### config.mk
export PLATFORM = sky130hd
export DESIGN_NAME = pcs_top
export DESIGN_NICKNAME = d
export VERILOG_FILES = /design/src/pcs_pkg.sv /design/src/pcs_top.sv /design/src/pcs_translator.sv
export VERILOG_INCLUDE_DIRS = /design/src
export SDC_FILE = /design/constraint.sdc
export NUM_CORES = 1
export LEC_CHECK = 0
export BUFFER_PORTS_ARGS = -buffer_cell sky130_fd_sc_hd__buf_2
export CORE_ASPECT_RATIO = 1.1
export CORE_UTILIZATION = 50
export CTS_CLUSTER_DIAMETER = 200
export DETAILED_ROUTE_END_ITERATION = 12
export PLACE_DENSITY = 0.78
export SLEW_MARGIN = 20
export SYNTH_ARGS = -nofsm -noshare
export SYNTH_HDL_FRONTEND = slang
export SYNTH_SLANG_ARGS = --single-unit
### constraint.sdc
create_clock -name pclk -period 5.6 [get_ports pclk]
set_input_delay 1.12 -clock pclk [delete_from_list [all_inputs] [get_ports pclk]]
set_output_delay 1.12 -clock pclk [all_outputs]
set_load 0.1 [all_outputs]
### src/pcs_consts.svh
// Constants for the program counter sequencer
`ifndef PCS_CONSTS_SVH
`define PCS_CONSTS_SVH
`define PCS_PC_W 12
`define PCS_IR_W 24
`define PCS_ADD_W 15
`define PCS_RPT_W 12
`define PCS_OP_LSB 18
`define PCS_OP_MSB 23
`define PCS_IDX_LSB 15
`define PCS_IDX_MSB 17
`define PCS_MOD_LSB 12
`define PCS_MOD_MSB 14
`define PCS_STEP_US 4
`define PCS_CLK_MHZ 25
`define PCS_STEP_CYC (`PCS_STEP_US * `PCS_CLK_MHZ)
`define PCS_OFF_CTRL 12'h000
`define PCS_OFF_CMD 12'h004
`define PCS_OFF_IR 12'h008
`define PCS_OFF_PC 12'h00C
`define PCS_OFF_RPT 12'h010
`define PCS_OFF_IDX 12'h014
`define PCS_OFF_MAR 12'h018
`define PCS_OFF_MDR 12'h01C
`define PCS_OFF_STAT 12'h020
`define PCS_OFF_DEC 12'h024
`define PCS_CMD_END 3'h1
`define PCS_CMD_CMP 3'h2
`define PCS_CMD_CPL 3'h3
`define PCS_CMD_LDW 3'h4
`define PCS_CMD_LCHK 3'h5
`define PCS_CMD_PCSET 3'h6
`define PCS_CMD_FETCH 3'h7
`endif

### src/pcs_pkg.sv
// Types shared by the program counter sequencer files
package pcs_pkg;
  typedef enum logic [4:0] {
    PCS_SEQ_NEXT = 5'h01,
    PCS_SEQ_REPEAT = 5'h02,
    PCS_SEQ_SKIP = 5'h04,
    PCS_SEQ_JUMP = 5'h08,
    PCS_SEQ_RJUMP = 5'h10
  } pcs_seq_e;
  typedef struct packed {
    logic [63:0] op_hot;
    logic [7:0] idx_hot;
    logic [7:0] mod_hot;
    logic mod_used;
  } pcs_dec_s;
  typedef enum logic [2:0] {
    PCS_ST_IDLE = 3'h1,
    PCS_ST_RJ_STORE = 3'h2,
    PCS_ST_RJ_LOAD = 3'h4
  } pcs_st_e;
endpackage

### src/pcs_top.sv
// Program counter sequencer with APB register access
//
// The APB register port and the register offsets were left to the implementer.
`timescale 1ns/100ps
`include "pcs_consts.svh"
module pcs_top (
  input wire logic pclk,
  input wire logic presetn,
  input wire logic clk_en,
  input wire logic psel,
  input wire logic penable,
  input wire logic pwrite,
  input wire logic [11:0] paddr,
  input wire logic [31:0] pwdata,
  output logic [31:0] prdata,
  output logic pready,
  output logic pslverr,
  output logic [`PCS_PC_W-1:0] mem_addr,
  output logic [`PCS_IR_W-1:0] mem_data,
  output logic mem_write,
  output logic instr_step
);
  import pcs_pkg::*;
  localparam int STEP_CYC = `PCS_STEP_CYC;
  // Architectural registers
  logic [`PCS_PC_W-1:0] pc_r; // Program counter
  logic [`PCS_IR_W-1:0] ir_r; // Instruction register
  logic [`PCS_ADD_W-1:0] rpt_r; // Repeat index register
  logic [`PCS_ADD_W-1:0] idx_r; // Selected index register value
  logic load_mode_r; // Load mode select
  logic match_r; // Last compare was zero
  pcs_st_e st_r; // Return jump sequencer
  logic [`PCS_PC_W-1:0] rj_addr_r; // Return jump target
  logic [6:0] step_cnt_r; // Microsecond step divider
  logic step_en_r; // Decode refresh strobe
  pcs_dec_s dec_r; // Latched decode
  pcs_dec_s dec_w; // Combinational decode
  // Bus decode
  logic acc; // Access phase
  logic wr; // Write strobe
  logic [2:0] cmd; // Command written
  pcs_seq_e seq; // Sequence requested
  logic [`PCS_PC_W-1:0] target; // Jump target
  logic chk_ok; // Load check address agrees
  logic [`PCS_ADD_W-1:0] add_a; // Adder operand a
  logic [`PCS_ADD_W-1:0] add_b; // Adder operand b
  logic add_one; // Adder carry in
  logic [`PCS_ADD_W-1:0] add_sum; // Adder result
  logic map_hit; // Address decodes
  logic [31:0] prdata_nxt; // Read data next value

  assign acc = psel & penable;
  assign wr = acc & pwrite & clk_en;
  assign cmd = pwdata[2:0];
  assign seq = pcs_seq_e'(pwdata[8:4]);
  assign target = pwdata[27:16];

  // Translator of the instruction register
  pcs_translator u_tr (
    .ir(ir_r),
    .step_en(step_en_r),
    .dec(dec_w)
  );

  // Refresh strobe every four microseconds
  always_ff @(posedge pclk or negedge presetn) begin
    if (!presetn) begin
      step_cnt_r <= 7'h00;
      step_en_r <= 1'b0;
    end else if (clk_en) begin
      if (step_cnt_r == 7'(STEP_CYC - 1)) begin
        step_cnt_r <= 7'h00;
        step_en_r <= 1'b1;
      end else begin
        step_cnt_r <= step_cnt_r + 7'h01;
        step_en_r <= 1'b0;
      end
    end
  end

  // Decode latch and step pulse
  always_ff @(posedge pclk or negedge presetn) begin
    if (!presetn) begin
      dec_r <= '0;
      instr_step <= 1'b0;
    end else if (clk_en) begin
      instr_step <= step_en_r;
      if (step_en_r) begin
        dec_r <= dec_w;
      end
    end
  end

  // Adder operand selection for lower instruction field
  always_comb begin
    add_a = ir_r[`PCS_ADD_W-1:0];
    add_b = 15'h0000;
    add_one = 1'b0;
    if (wr && paddr == `PCS_OFF_CMD) begin
      case (cmd)
        `PCS_CMD_CPL: begin
          add_b = 15'h7FFF;
        end
        `PCS_CMD_CMP: begin
          add_a = ~ir_r[`PCS_ADD_W-1:0];
          add_b = idx_r;
          add_one = 1'b1;
        end
        `PCS_CMD_LDW: begin
          add_one = load_mode_r;
        end
        `PCS_CMD_END: begin
          if (seq == PCS_SEQ_REPEAT) begin
            if (rpt_r[14:12] == 3'h1 || rpt_r[14:12] == 3'h3) begin
              add_one = 1'b1;
            end else if (rpt_r[12]) begin
              add_b = 15'h7FFF;
            end
          end
        end
        default: begin
          add_one = 1'b0;
        end
      endcase
    end
  end

  // 15-bit adder, top carry discarded
  assign add_sum = add_a + add_b + {14'h0000, add_one};

  // Complement without carries is a plain inversion
  logic cpl_sel; // Complement command active
  assign cpl_sel = wr && paddr == `PCS_OFF_CMD && cmd == `PCS_CMD_CPL;

  // Instruction register
  always_ff @(posedge pclk or negedge presetn) begin
    if (!presetn) begin
      ir_r <= 24'h000000;
      match_r <= 1'b0;
    end else if (clk_en) begin
      if (wr && paddr == `PCS_OFF_IR) begin
        ir_r <= pwdata[`PCS_IR_W-1:0];
      end else if (cpl_sel) begin
        ir_r[`PCS_ADD_W-1:0] <= ~ir_r[`PCS_ADD_W-1:0];
      end else if (wr && paddr == `PCS_OFF_CMD && cmd == `PCS_CMD_CMP) begin
        match_r <= (add_sum == 15'h0000);
      end else if (wr && paddr == `PCS_OFF_CMD) begin
        ir_r[`PCS_ADD_W-1:0] <= add_sum;
      end
    end
  end

  // Repeat index register and index operand
  always_ff @(posedge pclk or negedge presetn) begin
    if (!presetn) begin
      rpt_r <= 15'h0000;
      idx_r <= 15'h0000;
    end else if (clk_en) begin
      if (wr && paddr == `PCS_OFF_RPT) begin
        rpt_r <= pwdata[`PCS_ADD_W-1:0];
      end else if (wr && paddr == `PCS_OFF_CMD && cmd == `PCS_CMD_END &&
                   seq == PCS_SEQ_REPEAT && rpt_r[11:0] != 12'h000) begin
        rpt_r[11:0] <= rpt_r[11:0] - 12'h001;
      end
      if (wr && paddr == `PCS_OFF_IDX) begin
        idx_r <= pwdata[`PCS_ADD_W-1:0];
      end
    end
  end

  // Load check address agrees with counter
  assign chk_ok = (target == pc_r);

  // Program counter and return jump sequence
  always_ff @(posedge pclk or negedge presetn) begin
    if (!presetn) begin
      pc_r <= 12'h000;
      st_r <= PCS_ST_IDLE;
      rj_addr_r <= 12'h000;
    end else if (clk_en) begin
      case (st_r)
        PCS_ST_IDLE: begin
          if (wr && paddr == `PCS_OFF_CTRL && pwdata[1]) begin
            pc_r <= 12'h000;
          end else if (wr && paddr == `PCS_OFF_CMD) begin
            case (cmd)
              `PCS_CMD_PCSET: begin
                pc_r <= ir_r[`PCS_PC_W-1:0];
              end
              `PCS_CMD_LCHK: begin
                if (load_mode_r && chk_ok) begin
                  pc_r <= pc_r + 12'h001;
                end
              end
              `PCS_CMD_END: begin
                if (!load_mode_r) begin
                  case (seq)
                    PCS_SEQ_REPEAT: begin
                      if (rpt_r[11:0] == 12'h001 ||
                          rpt_r[11:0] == 12'h000) begin
                        pc_r <= pc_r + 12'h001;
                      end
                    end
                    PCS_SEQ_SKIP: begin
                      pc_r <= pc_r + 12'h002;
                    end
                    PCS_SEQ_JUMP: begin
                      pc_r <= target;
                    end
                    PCS_SEQ_RJUMP: begin
                      rj_addr_r <= target;
                      st_r <= PCS_ST_RJ_STORE;
                    end
                    default: begin
                      pc_r <= pc_r + 12'h001;
                    end
                  endcase
                end
              end
              default: begin
                pc_r <= pc_r;
              end
            endcase
          end
        end
        PCS_ST_RJ_STORE: begin
          st_r <= PCS_ST_RJ_LOAD;
        end
        PCS_ST_RJ_LOAD: begin
          pc_r <= rj_addr_r + 12'h001;
          st_r <= PCS_ST_IDLE;
        end
        default: begin
          st_r <= PCS_ST_IDLE;
        end
      endcase
    end
  end

  // Load mode control
  always_ff @(posedge pclk or negedge presetn) begin
    if (!presetn) begin
      load_mode_r <= 1'b0;
    end else if (clk_en && wr && paddr == `PCS_OFF_CTRL) begin
      load_mode_r <= pwdata[0];
    end
  end

  // Memory address and data registers
  always_ff @(posedge pclk or negedge presetn) begin
    if (!presetn) begin
      mem_addr <= 12'h000;
      mem_data <= 24'h000000;
      mem_write <= 1'b0;
    end else if (clk_en) begin
      mem_write <= 1'b0;
      if (st_r == PCS_ST_RJ_STORE) begin
        mem_addr <= rj_addr_r;
        mem_data <= {12'h000, pc_r};
        mem_write <= 1'b1;
      end else if (wr && paddr == `PCS_OFF_CMD && cmd == `PCS_CMD_LDW &&
                   load_mode_r) begin
        mem_addr <= ir_r[`PCS_PC_W-1:0];
        mem_data <= pwdata[31:8];
        mem_write <= 1'b1;
      end else if (wr && paddr == `PCS_OFF_CMD && cmd == `PCS_CMD_FETCH &&
                   !load_mode_r) begin
        mem_addr <= pc_r;
      end
    end
  end

  // APB read mux and answer
  always_comb begin
    map_hit = 1'b1;
    case (paddr)
      `PCS_OFF_CTRL: prdata_nxt = {31'h00000000, load_mode_r};
      `PCS_OFF_CMD: prdata_nxt = 32'h00000000;
      `PCS_OFF_IR: prdata_nxt = {8'h00, ir_r};
      `PCS_OFF_PC: prdata_nxt = {20'h00000, pc_r};
      `PCS_OFF_RPT: prdata_nxt = {17'h00000, rpt_r};
      `PCS_OFF_IDX: prdata_nxt = {17'h00000, idx_r};
      `PCS_OFF_MAR: prdata_nxt = {20'h00000, mem_addr};
      `PCS_OFF_MDR: prdata_nxt = {8'h00, mem_data};
      `PCS_OFF_STAT: prdata_nxt = {26'h0000000, st_r, match_r, load_mode_r,
                                   ~st_r[0]};
      `PCS_OFF_DEC: prdata_nxt = {dec_r.idx_hot, dec_r.mod_hot, 15'h0000,
                                  dec_r.mod_used};
      default: begin
        prdata_nxt = 32'h00000000;
        map_hit = 1'b0;
      end
    endcase
  end

  // Registered answer in the cycle after setup
  always_ff @(posedge pclk or negedge presetn) begin
    if (!presetn) begin
      prdata <= 32'h00000000;
      pready <= 1'b0;
      pslverr <= 1'b0;
    end else if (clk_en) begin
      pready <= psel & ~penable;
      pslverr <= psel & ~penable & ~map_hit;
      if (psel && !penable && !pwrite) begin
        prdata <= prdata_nxt;
      end
    end
  end
endmodule

### src/pcs_translator.sv
// Opcode, index and modifier translators of the instruction register
`timescale 1ns/100ps
`include "pcs_consts.svh"
module pcs_translator (
  input wire logic [`PCS_IR_W-1:0] ir,
  input wire logic step_en,
  output pcs_pkg::pcs_dec_s dec
);
  import pcs_pkg::*;
  logic [5:0] opc; // Opcode field
  logic [2:0] idx; // Index select field
  logic [2:0] modf; // Modifier field
  assign opc = ir[`PCS_OP_MSB:`PCS_OP_LSB];
  assign idx = ir[`PCS_IDX_MSB:`PCS_IDX_LSB];
  assign modf = ir[`PCS_MOD_MSB:`PCS_MOD_LSB];
  // One AND term per opcode value
  genvar g;
  generate
    for (g = 0; g < 64; g++) begin : g_op
      assign dec.op_hot[g] = step_en & (opc == 6'(g));
    end
    for (g = 0; g < 8; g++) begin : g_sel
      assign dec.idx_hot[g] = (idx == 3'(g));
      assign dec.mod_hot[g] = dec.mod_used & (modf == 3'(g));
    end
  endgenerate
  // Modifier used by read, write, jump, input, output classes
  assign dec.mod_used = step_en & (opc[5:4] != 2'h3);
endmodule

==> results of run 1 <==
through the flow:
step	area (sq um)	setup WS, ns	instances	total power [W]
floorplan	10870	0.6131	1202	0.001648
global placement	11720	0.3320	1553	0.001770
detailed placement	11720	0.2371	1553	0.001778
CTS	12350	0.7013	1585	0.003015
global route	12350	0.2986	1586	0.003110
finish	12350	0.6340	1586	0.003010
sequential cells by signal, summed over array words and instances, names as in the netlist, 15 cells and up:
name	flops
mem_data	24
idx_r	15
ir_r	24
rpt_r	15
dec_r	17
prdata	32
cells in the mapped netlist, drive strengths merged, types with 19 or more instances:
master,n
dfrtp,179
nand2,159
o21ai,98
nor2,94
clkbuf,71
a21oi,67
mux2,42
xnor2,37
xor2,34
nand3,28
nor3,25
mux2i,23
inv,22
a22oi,21
a22o,19
a31oi,19
buf,19
ha,19
routing by layer:
layer	part of all wire, %	vias to the layer above	wire, um	track usage, %
li1	-	4575	-	-
met1	39	5011	14290	43.56
met2	44	608	16030	50.42
met4	7.0	0	2542	23.50
met5	0	-	0	0
met3	9.2	141	3348	5.569
power by group:
part	leakage (nW)	switching, W	total [W]	internal, W
registers	2.43	0.0000563	0.00140	0.00134
clock network	0.299	0.000636	0.00125	0.000619
logic	2.98	0.000262	0.000358	0.0000956
cell type report:
cell class / instances / area, sq um
fill: 1883 / 8951
multi-input combinational: 910 / 5933
sequential: 180 / 4506
timing repair buffer: 151 / 837.1
clock buffer: 17 / 425.4
tap: 290 / 362.8
clock inverter: 15 / 200.2
inverter: 22 / 82.58
antenna: 1 / 2.502
worst paths after layout:
| path | from | slack, ns | endpoint | depth (start not counted) |
|---|---|---|---|---|
| min | prdata[28] | 0.47 | prdata[28] | 2 |
| min reg2reg | prdata[28] | 0.47 | prdata[28] | 2 |
| min in group asynchronous | presetn | 0.78 | step_cnt_r[2] | 1 |
| max in group asynchronous | presetn | 3.64 | ir_r[17] | 2 |
| max reg2reg | load_mode_r | 2.03 | match_r | 15 |
| max | pwdata[0] | 0.63 | match_r | 16 |
tightest hold or removal path, stage by stage, from the launching register on:
cell     delay, ns
dfrtp_1       0.34
nand2_1       0.05
nand2_1       0.05
cell families (layout without fill, tap and decap cells):
logic type      count (synthesis)  in the layout
simple gates                  395            395
compound gates                358            358
flops                         180            180
buf+inv                       112            205
xor+xnor                       71             71
mux                            65             65
fa+ha+maj                      21             21
other cells                     0              1
==> reports/qor.csv, run 1 <==
stage;metric;value;unit
status;status;complete, no violations;
route;initial DRC count;1328;
clocking;CTS tree;yes;
timing;Fin Setup TNS;0;ns
clocking;Num CTS Buffers;17;
setup_path;CP delay by family, top;simple AND/OR/NAND/NOR gates;
synthesis;Cells after Synth;1202;
timing;Final min period;4.966;ns
clocking;setup bufs post-CTS;0;
finish;Area Growth Syn to Fin;13.66;%
finish;most frequent cells in the layout;dfrtp_1 (179), nand2_1 (158), buf_2 (120), nor2_1 (93), o21ai_0 (76);
finish;Util after Layout;57.98;%
route;DRC viols;0;
route;WL final;36.21;mm
synthesis;#FFs+latches synth;180;
setup_path;Critical Path RT;5.94;ns
power_and_ir_drop;Leakage;5.702;nW
setup_path;Slowest Stage Delay on Critical Path;0.63;ns
synthesis;Syn Nets;1273;
clocking;Clock transition at path regs;0.08;ns
synthesis;proportion of netlist area held by the largest area contributor;41.23;%
synthesis;post-synthesis mux area share;6.472;%
synthesis;synthesized-area fraction occupied by adder cells;2.556;%
setup_path;most frequent CP cell;fa_1;
clocking;clock insertion delay at the later pin of the skew report;0.44;ns
flow_run;# Max-Cap Violations;0;
synthesis;Synth cell types;75;
synthesis;Mapped Area;0.01087;sq mm
clocking;htree depth;4;
grt;initial antenna violation count;1;
power_and_ir_drop;worst vdd ir;0.1776;mV
route;antenna viol nets, final;0;
timing;final setup violation count;0;
route;via count;10340;
placed_design;GP Congestion;0.9655;
grt;total track usage;33.36;%
floorplan;Die H;156.6;um
timing;Worst Tran Pin Value;1.092;ns
floorplan;die area;0.02233;sq mm
timing;Peak Freq;0.2014;GHz
synthesis;top_reg_cell synth;dfrtp_1;
synthesis;largest family of logic cells by synthesized area;compound AO/OA/AOI/OAI gates;
floorplan;# rows;56;
synthesis;ys async rst share;100.0;%
synthesis;sequential area share after synthesis;41.47;%
synthesis;EDFF count, synth;0;
finish;most common cell after layout, fill and taps aside;dfrtp_1;
setup_path;critical path startpoint category;primary input;
timing;hold slack;0.4666;ns
min_path;min-delay worst type;reg -> reg;
setup_path;crit path cell chain;buf_2, or3b_2, nor4_2, nand3_1, and2_1, a21o_1, fa_1, fa_1, nor2b_1, o31a_1, or2_2, a21boi_0, xnor2_1, nor4b_1, nand4b_1, o31ai_1;
route;drt first pass iters;8;
synthesis;Simple-Gate Fraction of Synth Area;17.19;%
synthesis;Yosys warning total;0;
clocking;clk buf depth;2;
grt;first-pass GRT wire length;55.52;mm
clocking;Post-CTS Resized;0;
finish;nets@finish;1353;
synthesis;Synth area leader;dfrtp_1;
clocking;CTS Sinks;180;
route;number of vias per cell;6.516;
floorplan;Starting Density;51.01;%
grt;gr ovfl total;0;
timing;RSZ-0062 raised after global routing;false;
synthesis;Post-Syn Area per Cell;9.039;sq um
setup_path;Setup crit end kind;flop;
setup_path;CP max FO;18;
setup_path;CP arrival;5.31;ns
timing;max_slew headroom;26.95;%
timing;max-slew violations;0;
power_and_ir_drop;pwr/cell area;243.8;mW/mm^2
floorplan;Core Region;0.02130;sq mm
placed_design;port buffer count;121;
grt;vias in the first global route;9602;
setup_path;Crit Path Class;in -> reg;
floorplan;I/O Pins;122;
timing;Tcrit/Tclk final;88.68;%
setup_path;WP buf/inv;1;
timing;final number of hold-violating endpoints;0;
timing;Clock Skew;0.01199;ns
setup_path;Slowest cell on crit path;or3b_2;
grt;largest net degree at the start of global routing;106;
synthesis;Synth area leaders;dfrtp_1 (41%), nand2_1 (5.5%), mux2_2 (4.2%);
clocking;Hold-fix buffers, CTS;0;
route;wire per inst;22.83;um
synthesis;Synth Area in Compound Gates;22.41;%
synthesis;Synth Area in XOR/XNOR;5.723;%
floorplan;chip width;142.6;um
placed_design;dpl hpwl;26.49;mm
clocking;CTS Root Cell;clkbuf_16;
finish;fraction of layout cells with a size suffix above 1;19.61;%
Power figures use the tool's default switching activity.
==> run 2, diff against run 1 <==
- CELL_PAD_IN_SITES_DETAIL_PLACEMENT: default -> 2
- CELL_PAD_IN_SITES_GLOBAL_PLACEMENT: default -> 2
- CORE_UTILIZATION: 50 -> 40
- PLACE_DENSITY: 0.78 -> 0.95
==> run 2 against run 1 <==
The flow now finishes with violations (setup timing). Power is 3.4% higher. Setup slack got worse by 0.66 ns. Via count increased by 20%. Die area grew 25%. Non-clock buffer count increased by 4. Combinational power up 18%. Clock-buffer cell count grew 2. Core utilization decreased by 11 points. Sequential power is essentially flat. Final cell count up 4.5%. Clock skew is 0.0035 ns higher. Largest power group unchanged.
==> reports/qor.csv, run 2 (synthesis results as in run 1) <==
stage;metric;value;unit;change
clocking;setup bufs post-CTS;0;;unchanged
floorplan;die area;0.02783;sq mm;+25%
finish;register area;0.004506;sq mm;unchanged
floorplan;Die H;174.9;um;+12%
route;drt first pass iters;5;;-3
setup_path;Worst R2R End;match_r;;
grt;first-pass GRT wire length;89.75;mm;+62%
timing;Tcrit/Tclk final;100.4;%;+12 points
grt;initial antenna violation count;10;;+9
min_path;min-delay worst type;reg -> reg;;
timing;Final min period;5.622;ns;+0.6562 ns
power_and_ir_drop;worst vdd ir;0.1846;mV;+3.9%
floorplan;Core Region;0.02638;sq mm;+24%
placed_design;port buffer count;121;;unchanged
floorplan;Starting Density;41.20;%;-9.8 points
timing;Peak Freq;0.1779;GHz;-12%
setup_path;CP arrival;6.00;ns;+0.69 ns
floorplan;I/O Pins;122;;unchanged
finish;Largest regs;prdata: 32 flops, ir_r: 24 flops, mem_data: 24 flops;;
setup_path;Slowest Stage Delay on Critical Path;0.62;ns;about the same
finish;most frequent cells in the layout;dfrtp_1 (179), nand2_1 (158), buf_2 (120), nor2_1 (92), o21ai_0 (76);;
clocking;Hold-fix buffers, CTS;0;;unchanged
setup_path;Setup crit end kind;flop;;
route;initial DRC count;1953;;+47%
setup_path;crit path cell chain;buf_2, or4_4, nand4bb_1, buf_4, nor3_4, buf_4, xor2_1, ha_1, o21a_1, o31a_1, o21ai_0, a21oi_1, a221oi_1, xor2_1, nand4b_1, o31ai_1;;
min_path;min-delay src;prdata[2];;
finish;Multi-input gate area;0.005971;sq mm;+0.63%
route;wire per inst;39.28;um;+72%
timing;max-slew violations;0;;unchanged
clocking;Clock transition at path regs;0.08;ns;about the same
setup_path;critical path startpoint category;primary input;;
power_and_ir_drop;pwr/cell area;250.3;mW/mm^2;+2.7%
timing;hold slack;0.5097;ns;+0.04314 ns
timing;Clock Skew;0.01550;ns;+0.003505 ns
setup_path;Crit Path Class;in -> reg;;
flow_run;# Max-Cap Violations;0;;unchanged
timing;final number of hold-violating endpoints;0;;unchanged
timing;final setup violation count;1;;+1
clocking;CTS Sinks;180;;unchanged
placed_design;Placed Instance Area;0.01183;sq mm;+0.96%
timing;max_slew headroom;8.240;%;-19 points
finish;fin area;0.01244;sq mm;+0.74%
grt;gr ovfl total;0;;unchanged
power_and_ir_drop;overall power;0.003114;W;+3.4%
route;WL final;65.09;mm;+80%
clocking;CTS tree;yes;;
status;failing checks;setup timing;;
finish;nets@finish;1357;;+0.30%
clocking;Num CTS Buffers;17;;unchanged
timing;Worst Tran Pin Value;1.371;ns;+0.2796 ns
setup_path;CP delay by family, top;compound AO/OA/AOI/OAI gates;;
finish;fill count;2738;;+45%
setup_path;Reg2Reg Depth;15;;unchanged
route;antenna viol nets, final;0;;unchanged
floorplan;chip width;159.1;um;+12%
grt;total track usage;44.03;%;+11 points
timing;Fin Setup TNS;-0.02212;ns;-0.02212 ns
setup_path;r2r setup slk;1.00;ns;-1.03 ns
clocking;clk buf depth;2;;unchanged
clocking;clock insertion delay at the later pin of the skew report;0.48;ns;+0.04 ns
route;DRC viols;0;;unchanged
timing;final worst setup slack;-0.02212;ns;-0.6562 ns
finish;most common cell after layout, fill and taps aside;dfrtp_1;;
setup_path;WP buf/inv;3;;+2
floorplan;# rows;62;;+11%
setup_path;Slowest cell on crit path;xor2_1;;
placed_design;dpl hpwl;38.07;mm;+44%
finish;Largest register FFs;32;;unchanged
route;number of vias per cell;7.503;;+15%
min_path;Hold Crit Endpoint;prdata[2];;
setup_path;Critical Path RT;5.98;ns;+0.04 ns
finish;fraction of layout cells with a size suffix above 1;20.09;%;+0.48 points
setup_path;CP max FO;16;;-2
route;via count;12430;;+20%
min_path;Cells on Worst Hold Path;1;;-1
setup_path;reg2reg start;load_mode_r;;
status;status;finished with violations;;
finish;Largest Register;prdata;;
grt;vias in the first global route;12870;;+34%
finish;Area Growth Syn to Fin;14.50;%;
placed_design;GP Congestion;0.9198;;-4.7%
grt;largest net degree at the start of global routing;92;;-13%
timing;RSZ-0062 raised after global routing;false;;
clocking;htree depth;4;;unchanged
clocking;CTS Root Cell;clkbuf_16;;
power_and_ir_drop;Leakage;5.707;nW;about the same
## run 2: changes by cell type in the layout (fill, tap and decap cells not counted), sizes merged
cell / before / now
buf: 151 / 154
clkbuf: 17 / 20
inv: 30 / 26
clkinvlp: 1 / 2
bufinv: 0 / 1
diode: 1 / 6
## run 2: layout make-up
type,instances,share of cell area (%)
inverters,22,0.6638
clock inverters,13,0.9957
multi-input cells,910,47.99
well taps,352,3.540
flip-flops and latches,180,36.22
clock buffers,19,3.480
diodes,6,0.1207
repair buffers,155,6.990
## run 2: through the flow
stage,cells,setup WS [ns],utilization (%)
6_report,1657,-0.02212,47.17
5_1_grt,1651,0.03285,47.11
4_1_cts,1651,0.4531,46.98
3_5_place_dp,1619,0.1750,44.87
3_3_place_gp,1619,0.4991,44.87
2_1_floorplan,1202,0.6131,-
## run 2: routing by layer
metal / vias up / global-route usage [%] / wire length, um
li1: 4564 / - / -
met1: 6206 / 51.62 / 22720
met2: 1177 / 70.47 / 28470
met3: 480 / 11.65 / 7696
met4: 6 / 30.77 / 6137
met5: - / 0 / 53
## run 2: repair_timing
item / in CTS / in global routing
hold endpoints to repair: 0 / 0
setup endpoints to repair: 0 / 2
resized for setup: 0 / 1
## run 2: worst register-to-register path: stages, from the launching register on
cell and delay (ns):
dfrtp_1 0.60, nand2_1 0.43, nor2_1 0.24, nor2_1 0.09
o22ai_1 0.29, nand2_1 0.17, fa_1 0.50, fa_1 0.46
nor2b_1 0.24, o31a_1 0.23, or2_2 0.14, a21boi_0 0.12
xnor2_1 0.19, nor4b_1 0.39, nand4b_1 0.16, o31ai_1 0.24
## run 2: worst max-delay path by stage
| stage | start | endpoint | slack, ns | cells past startpoint |
|---|---|---|---|---|
| 2_1_floorplan | pwdata[0] | match_r | 0.61 | 18 |
| 4_1_cts | pwdata[2] | match_r | 0.45 | 17 |
| 3_3_place_gp | pwdata[2] | match_r | 0.50 | 16 |
| 5_1_grt | paddr[5] | match_r | 0.03 | 16 |
| 3_5_place_dp | pwdata[2] | match_r | 0.17 | 17 |
| 6_report | paddr[5] | match_r | -0.02 | 16 |
## run 2: where the power goes
group | switching [W] | leakage, nW | internal, W
combinational | 0.000325 | 3.01 | 0.0000994
clock | 0.000652 | 0.270 | 0.000621
sequential | 0.0000750 | 2.43 | 0.00134
total | 0.00105 | 5.71 | 0.00206
